### src/sar_adc_pkg.sv
// Functional notes
// chip-select fall samples input, starts conversion, opens a new output frame.
// frame is one leading zero, result MSB first, then trailing zeros.
// serial data output changes only on serial clock falling edges; the code also sets the leading zero on chip-select fall.
// MSB in cycle 2, LSB in cycle 13, 11 or 9 by resolution.
// one binary-weighted bit resolved per serial clock cycle while selected.
// data output released to high impedance during cycle 16.
// host restarts after cycle 16 for full rate, later for lower rates.
// channel pick high converts second input, low converts first input.
// host changes channel pick only between cycles 2 and 12.
// chip select rising after tenth falling edge keeps normal powered mode.
// chip select rising before tenth falling edge aborts, floats output, powers down.
// host requests power-down by rising between second and tenth falling edges.
// dummy frame of ten or more cycles wakes; its data invalid, next valid.
// wake time equals dummy frame length, scaling with serial clock period.
// normal mode stays powered between frames, every frame valid.
// straight binary code, transitions at half LSB, LSB is span over 2^n.
// fourteen-cycle frames supported, output not floated between such frames.
// with chip select high, serial clock ignored and output floats; the code keeps it driven after frames ending at falls 10 to 13.
package sar_adc_pkg;

  // ----------------------------------------------------------------
  // widths and frame timing
  // ----------------------------------------------------------------
  localparam int          ANALOG_W        = 16;
  localparam int          RES_MAX         = 12;
  localparam int          CNT_W           = 5;
  localparam int          RES_DEFAULT     = 12;
  localparam logic [4:0]  MODE_DECIDE_FALL = 5'h0A;
  localparam logic [4:0]  RELEASE_FALL    = 5'h0F;
  localparam logic [4:0]  SHORT_FALL      = 5'h0D;
  localparam logic [4:0]  COUNT_CEIL      = 5'h10;

  // ----------------------------------------------------------------
  // types
  // ----------------------------------------------------------------
  typedef enum logic [1:0] {
    PH_IDLE  = 2'b01,
    PH_FRAME = 2'b10
  } phase_e;

  typedef struct packed {
    logic [ANALOG_W-1:0] first;
    logic [ANALOG_W-1:0] second;
  } analog_pair_s;

  typedef struct packed {
    logic               valid;
    logic [RES_MAX-1:0] code;
  } adc_result_s;

  typedef struct packed {
    phase_e              phase;
    logic [CNT_W-1:0]    fallCnt;
    logic [ANALOG_W-1:0] sample;
    logic [RES_MAX-1:0]  sar;
    logic                dout;
    logic                doutEn;
    logic                powered;
    logic                frameValid;
    adc_result_s         result;
    logic                resultStrobe;
  } adc_state_s;

endpackage : sar_adc_pkg

### src/serial_sar_adc_frame_control.sv
`timescale 1ns/1ps
module serial_sar_adc_frame_control #(
  parameter int RES_BITS  = sar_adc_pkg::RES_DEFAULT,
  parameter bit DUAL_CHAN = 1'b1
) (
  // clock and reset
  input  wire logic                     ref_clk,
  input  wire logic                     rst_n,
  // serial link pins
  input  wire logic                     csN,
  input  wire logic                     sclk,
  input  wire logic                     channelPick,
  output logic                          dataOut,
  output logic                          dataOutEn,
  // analog inputs as digitised fractions of the reference span
  input  wire sar_adc_pkg::analog_pair_s analogIn,
  // status
  output logic                          powered,
  output sar_adc_pkg::adc_result_s      result,
  output logic                          resultStrobe
);

  // ----------------------------------------------------------------
  // reset release
  // ----------------------------------------------------------------
  logic [1:0] rstSync;
  logic       rstSyncN;

  always_ff @(posedge ref_clk or negedge rst_n) begin
    if (!rst_n) begin
      rstSync <= 2'h0;
    end else begin
      rstSync <= {rstSync[0], 1'b1};
    end
  end

  assign rstSyncN = rstSync[1];

  // ----------------------------------------------------------------
  // pin synchronisers
  // ----------------------------------------------------------------
  logic [2:0] pinLevel;
  logic [2:0] pinRise;
  logic [2:0] pinFall;

  pin_sync #(
    .W       (3),
    .RST_VAL (3'h5)
  ) u_pin_sync (
    .clk   (ref_clk),
    .rstN  (rstSyncN),
    .pinIn ({csN, channelPick, sclk}),
    .level (pinLevel),
    .rise  (pinRise),
    .fall  (pinFall)
  );

  logic csLevel;
  logic csFall;
  logic csRise;
  logic pickLevel;
  logic sclkFall;

  assign csLevel   = pinLevel[2];
  assign csFall    = pinFall[2];
  assign csRise    = pinRise[2];
  assign pickLevel = pinLevel[1];
  assign sclkFall  = pinFall[0];

  // ----------------------------------------------------------------
  // helpers
  // ----------------------------------------------------------------
  // keep the trial bit when the sample lies at or above the trial
  // code minus half an LSB
  function automatic logic trialKeep(
    input logic [sar_adc_pkg::ANALOG_W-1:0] sample,
    input logic [sar_adc_pkg::RES_MAX-1:0]  trial
  );
    logic [sar_adc_pkg::ANALOG_W:0] level;
    logic [sar_adc_pkg::ANALOG_W:0] halfLsb;
    level     = {1'b0, sample};
    halfLsb   = (sar_adc_pkg::ANALOG_W+1)'(1) << (sar_adc_pkg::ANALOG_W - RES_BITS - 1);
    level     = level + halfLsb;
    trialKeep = (level >> (sar_adc_pkg::ANALOG_W - RES_BITS)) >=
                (sar_adc_pkg::ANALOG_W+1)'(trial);
  endfunction : trialKeep

  // ----------------------------------------------------------------
  // frame state
  // ----------------------------------------------------------------
  sar_adc_pkg::adc_state_s stateReg;
  sar_adc_pkg::adc_state_s stateNext;

  logic [sar_adc_pkg::CNT_W-1:0]   fallNum;
  logic [sar_adc_pkg::RES_MAX-1:0] trialCode;
  logic                            bitKeep;
  int                              bitIdx;

  always_comb begin
    stateNext              = stateReg;
    stateNext.resultStrobe = 1'b0;
    fallNum                = stateReg.fallCnt + sar_adc_pkg::CNT_W'(1);
    bitIdx                 = RES_BITS - int'(fallNum);
    trialCode              = '0;
    bitKeep                = 1'b0;

    case (stateReg.phase)
      sar_adc_pkg::PH_IDLE: begin
        // serial clock edges are ignored while deselected
        if (csFall) begin
          stateNext.phase      = sar_adc_pkg::PH_FRAME;
          stateNext.fallCnt    = '0;
          stateNext.sar        = '0;
          stateNext.sample     = (DUAL_CHAN && pickLevel) ? analogIn.second
                                                          : analogIn.first;
          stateNext.dout       = 1'b0;
          stateNext.doutEn     = 1'b1;
          stateNext.frameValid = stateReg.powered;
        end
      end

      sar_adc_pkg::PH_FRAME: begin
        if (csRise) begin
          stateNext.phase = sar_adc_pkg::PH_IDLE;
          if (stateReg.fallCnt < sar_adc_pkg::MODE_DECIDE_FALL) begin
            stateNext.powered = 1'b0;
            stateNext.doutEn  = 1'b0;
          end else if (stateReg.fallCnt > sar_adc_pkg::SHORT_FALL) begin
            stateNext.doutEn = 1'b0;
          end
          // short frames keep the trailing zero driven until reselected
          // ending after the tenth fall leaves power as it is
        end else if (sclkFall && stateReg.fallCnt < sar_adc_pkg::COUNT_CEIL) begin
          stateNext.fallCnt = fallNum;
          if (bitIdx >= 0) begin
            trialCode     = stateReg.sar | (sar_adc_pkg::RES_MAX'(1) << bitIdx);
            bitKeep       = trialKeep(stateReg.sample, trialCode);
            stateNext.sar = bitKeep ? trialCode : stateReg.sar;
            stateNext.dout = bitKeep;
          end else begin
            stateNext.dout = 1'b0;
          end
          if (bitIdx == 0) begin
            stateNext.result.valid = stateReg.frameValid;
            stateNext.result.code  = bitKeep ? trialCode : stateReg.sar;
            stateNext.resultStrobe = 1'b1;
          end
          if (fallNum == sar_adc_pkg::MODE_DECIDE_FALL) begin
            // wake completes with the dummy frame, so it tracks the clock rate
            stateNext.powered = 1'b1;
          end
          if (fallNum == sar_adc_pkg::RELEASE_FALL) begin
            stateNext.doutEn = 1'b0;
          end
        end
      end

      default: begin
        stateNext.phase  = sar_adc_pkg::PH_IDLE;
        stateNext.doutEn = 1'b0;
      end
    endcase

    // a glitch may leave the frame open with the pin high; close it
    if (stateReg.phase == sar_adc_pkg::PH_FRAME && csLevel && !csRise) begin
      stateNext.phase  = sar_adc_pkg::PH_IDLE;
      stateNext.doutEn = 1'b0;
    end
  end

  always_ff @(posedge ref_clk or negedge rstSyncN) begin
    if (!rstSyncN) begin
      stateReg              <= '0;
      stateReg.phase        <= sar_adc_pkg::PH_IDLE;
      stateReg.powered      <= 1'b1;
    end else begin
      stateReg <= stateNext;
    end
  end

  // ----------------------------------------------------------------
  // outputs
  // ----------------------------------------------------------------
  assign dataOut      = stateReg.dout;
  assign dataOutEn    = stateReg.doutEn;
  assign powered      = stateReg.powered;
  assign result       = stateReg.result;
  assign resultStrobe = stateReg.resultStrobe;

endmodule : serial_sar_adc_frame_control

### src/pin_sync.sv
`timescale 1ns/1ps
module pin_sync #(
  parameter int         W        = 1,
  parameter logic [W-1:0] RST_VAL = '0
) (
  // clock and reset
  input  wire logic         clk,
  input  wire logic         rstN,
  // pins
  input  wire logic [W-1:0] pinIn,
  // synchronised level and edges
  output logic      [W-1:0] level,
  output logic      [W-1:0] rise,
  output logic      [W-1:0] fall
);

  typedef struct packed {
    logic [W-1:0] meta;
    logic [W-1:0] stable;
    logic [W-1:0] last;
  } sync_s;

  sync_s stateReg;
  sync_s stateNext;

  // ----------------------------------------------------------------
  // two-stage sync plus one stage for edge detection
  // ----------------------------------------------------------------
  always_comb begin
    stateNext        = stateReg;
    stateNext.meta   = pinIn;
    stateNext.stable = stateReg.meta;
    stateNext.last   = stateReg.stable;
  end

  always_ff @(posedge clk or negedge rstN) begin
    if (!rstN) begin
      stateReg <= {RST_VAL, RST_VAL, RST_VAL};
    end else begin
      stateReg <= stateNext;
    end
  end

  assign level = stateReg.stable;
  assign rise  = stateReg.stable & ~stateReg.last;
  assign fall  = ~stateReg.stable & stateReg.last;

endmodule : pin_sync

### config.mk
export PLATFORM = sky130hd
export DESIGN_NAME = serial_sar_adc_frame_control
export DESIGN_NICKNAME = d
export VERILOG_FILES = /design/src/sar_adc_pkg.sv /design/src/serial_sar_adc_frame_control.sv /design/src/pin_sync.sv
export SDC_FILE = /design/constraint.sdc
export NUM_CORES = 1
export LEC_CHECK = 0
export BUFFER_PORTS_ARGS = -buffer_cell sky130_fd_sc_hd__buf_2
export CAP_MARGIN = 10
export CORE_MARGIN = 2
export CORE_UTILIZATION = 55
export CTS_CLUSTER_SIZE = 10
export DETAILED_ROUTE_END_ITERATION = 7
export PLACE_DENSITY = 0.78
export SLEW_MARGIN = 20
export SYNTH_ARGS = -nofsm -noshare
export SYNTH_HDL_FRONTEND = slang
export SYNTH_SLANG_ARGS = --single-unit
### constraint.sdc
create_clock -name ref_clk -period 3.6 [get_ports ref_clk]
set_clock_uncertainty 0.1 [all_clocks]
set_input_delay 0.18 -clock ref_clk [delete_from_list [all_inputs] [get_ports ref_clk]]
set_output_delay 0.18 -clock ref_clk [all_outputs]
set_load 0.005 [all_outputs]
==> run metrics <==
Syn-to-layout area delta=21.62%; share of cells above drive strength 1=33.76%; Seq/Total Area, Yosys=44.72%; Root Driver=clkbuf_8; period utilization=98.99%; R2R Path End=stateReg[22]$_DFFE_PN0P_; setup violators final=0; Mapped Avg Cell Area=10.18 sq um; critical path class=reg -> reg; largest net degree at the start of global routing=33; number of global-route vias before repair=2,495; maximum clock rate=0.2806 GHz; total grt overflow=0; cell area after synthesis=3379 sq um; reg2reg start=stateReg[46]$_DFFE_PN0P_; Die Y=82.39 um; core area=5921 sq um; Reg clk slew, reported paths=0.07 ns; CTS Buf Count=9; WL/cell=15.86 um; # DRC=0; number of diodes=0; Routed Antenna Nets=0; Sink Count=60; drt first pass iters=5; LEAKAGE=1.888 nW; worst-margin pin slew=0.8294 ns; Placer Congestion=0.8617; hold crit path type=in -> reg; worst setup path endpoint=stateReg[22]$_DFFE_PN0P_; IO buf count=47; VDD IR-drop max=0.0002747 V; final hold viol count=0; worst skew pair latency=0.34 ns; area of placed instances=3667 sq um; GRT Total Usage=22.64%; number of enable flip-flop cells after synthesis=0; Post-synth ARST share=100.0%; via count=2,707; initial antenna violation count=0; Syn Inst Count=332; #FFs+latches synth=60; DR iter-0 viols=184; Starting Density=57.08%; fin crit period=3.564 ns; worst rel slew slack=44.57%; H-tree levels=3; Max Slew Vio Count=0; setup TNS=0 ns; startpoint types=register; Power Density=429.7 nW/um^2; CP Max Fanout=6; Netlist cell types=57; Die X=82.39 um; Max Cap Viol=0; CTS tree=built; Arr. time, crit path=3.68 ns; Synthesis Warnings=0; Final Cell Area=4110 sq um; total length of routed wires=7440 um; Post-Syn Nets=386; clock buffer depth=2; final net count=443; FF-to-FF path depth=15; unrepaired setup endpoints after global routing=true; CP Data Required Time=3.72 ns; status=complete, no violations; standard-cell row count=28; first-pass GRT wire length=11,460 um; R2R Setup Slk=0.04 ns; I/O pins=54; DR vias/cell=5.772; Crit. Startpoint=stateReg[46]$_DFFE_PN0P_; worst hold start=analogIn[22]; crit end category=register; final HPWL from detailed placement=5041 um; Die Footprint=6787 sq um; Main synth FF type=dfrtp_1
[cells in the final DEF, fill, tap and decap left out, drive strengths merged, types with 9 or more instances in the layout]
cell and n:
o2bb2ai 10, buf 73, dfrtp 52, mux2 9, nand3 12, nor2 13
mux2i 13, a21oi 16, nand2 36, ha 17, xnor2 11, clkbuf 12
o21ai 24
[routing by layer]
layer	GRT usage, %	routed length (um)	up-vias
li1	-	-	1302
met1	28.31	3258	1294
met4	7.833	193	0
met3	6.087	398	17
met2	37.82	3589	94
met5	0	0	-
[worst min path at each step]
| stage | to | depth (start not counted) |
|---|---|---|
| after CTS | stateReg[36]$_DFFE_PN0P_ | 3 |
| after floorplan | rstSync[0]$_DFF_PN0_ | 0 |
| after detailed placement | rstSync[0]$_DFF_PN0_ | 1 |
| after global routing | stateReg[34]$_DFFE_PN0P_ | 3 |
| final | stateReg[36]$_DFFE_PN0P_ | 3 |
| after global placement | rstSync[0]$_DFF_PN0_ | 1 |
[what timing repair did]
action	4_1_cts	5_1_grt
gates cloned	0	1
endpoints found under the hold margin	5	0
resized for setup	1	27
pin swaps	2	14
setup buffers	1	5
endpoints found under the setup margin	10	17
hold buffers	4	0
[Yosys cell counts, types with 2 or more instances]
cell type  instances  area (sq um)
and3_1             4         25.02
dfrtp_1           52          1301
ha_1              17         212.7
nand2b_1           3         18.77
nor4b_1            2         17.52
nor3_1             4         20.02
o21bai_1           2         15.01
buf_2              6         30.03
xnor2_1           10         87.58
and3_4             2         22.52
dfstp_2            8         210.2
a41oi_1            5         43.79
nand2_1           36         135.1
and2_1             3         18.77
nand4_1            3         18.77
buf_4             14         105.1
xor2_1             3         26.28
nor4_1             2         12.51
a21oi_1           16         80.08
nor2b_1            6         37.54
and4_1             3         26.28
mux2_2             8         90.09
o21ai_0           24         120.1
a31oi_1            7         43.79
mux2i_1           13         130.1
nand3_1           12         60.06
o2bb2ai_1         10         87.58
inv_1              6         22.52
a22oi_1            2         15.01
clkbuf_1           8         30.03
a21o_1             3         22.52
nor2_1            13         48.80
[sequential cells by signal, summed over array words and instances (netlist names)]
register              count
u_pin_sync.stateNext      3
u_pin_sync.stateReg       2
stateReg                 33
rstSync                   2
powered                   1
dataOutEn                 1
u_pin_sync.level          3
resultStrobe              1
result                   13
dataOut                   1
[cell type report]
type / count / area (sq um)
fill: 433 / 1810
multi-input combinational: 235 / 1783
sequential: 60 / 1515
timing repair buffer: 77 / 478.0
clock buffer: 12 / 145.1
tap: 75 / 93.84
clock inverter: 4 / 72.57
inverter: 6 / 22.52
[stage by stage]
stage               setup WS (ns)  cells  total power, mW  hold slack (ns)  utilization [%]
CTS                      0.007414    463            1.733          0.02407            66.46
detailed placement       -0.04030    442            1.046          -0.1322            61.94
global placement          0.08627    442            1.025          -0.1346            61.94
floorplan                 0.03974    332           0.9575          -0.2156                -
global route             -0.07546    469            1.854          0.02742            69.42
finish                    0.03647    469            1.766          0.03192            69.42
[cell families after synthesis]
group | count (synthesis) | share of synthesized area [%]
other | 1 | 0.1110
muxes | 22 | 6.960
AOI/OAI and AO/OA | 83 | 16.44
and+or+nand+nor | 97 | 14.70
adders and majority gates | 17 | 6.294
buffers and inverters | 37 | 6.442
xor gates and xnor gates | 15 | 4.332
DFF | 60 | 44.72
[power breakdown]
group	internal, mW	switching [mW]
logic	0.153	0.164
registers	0.720	0.0546
clock network	0.408	0.266
total	1.28	0.485
[worst max-delay path, stage by stage (launching register included)]
cell and delay [ns]:
dfrtp_2 0.45, buf_4 0.15, buf_4 0.15, and3_4 0.19, xnor2_2 0.16, nor3_2 0.20
a21o_1 0.16, a41oi_1 0.19, ha_1 0.41, nand3_2 0.11, o21bai_4 0.17, a311o_1 0.30
a31oi_4 0.29, o22ai_4 0.13, buf_6 0.16, o2bb2ai_1 0.11
Power figures use the tool's default switching activity.
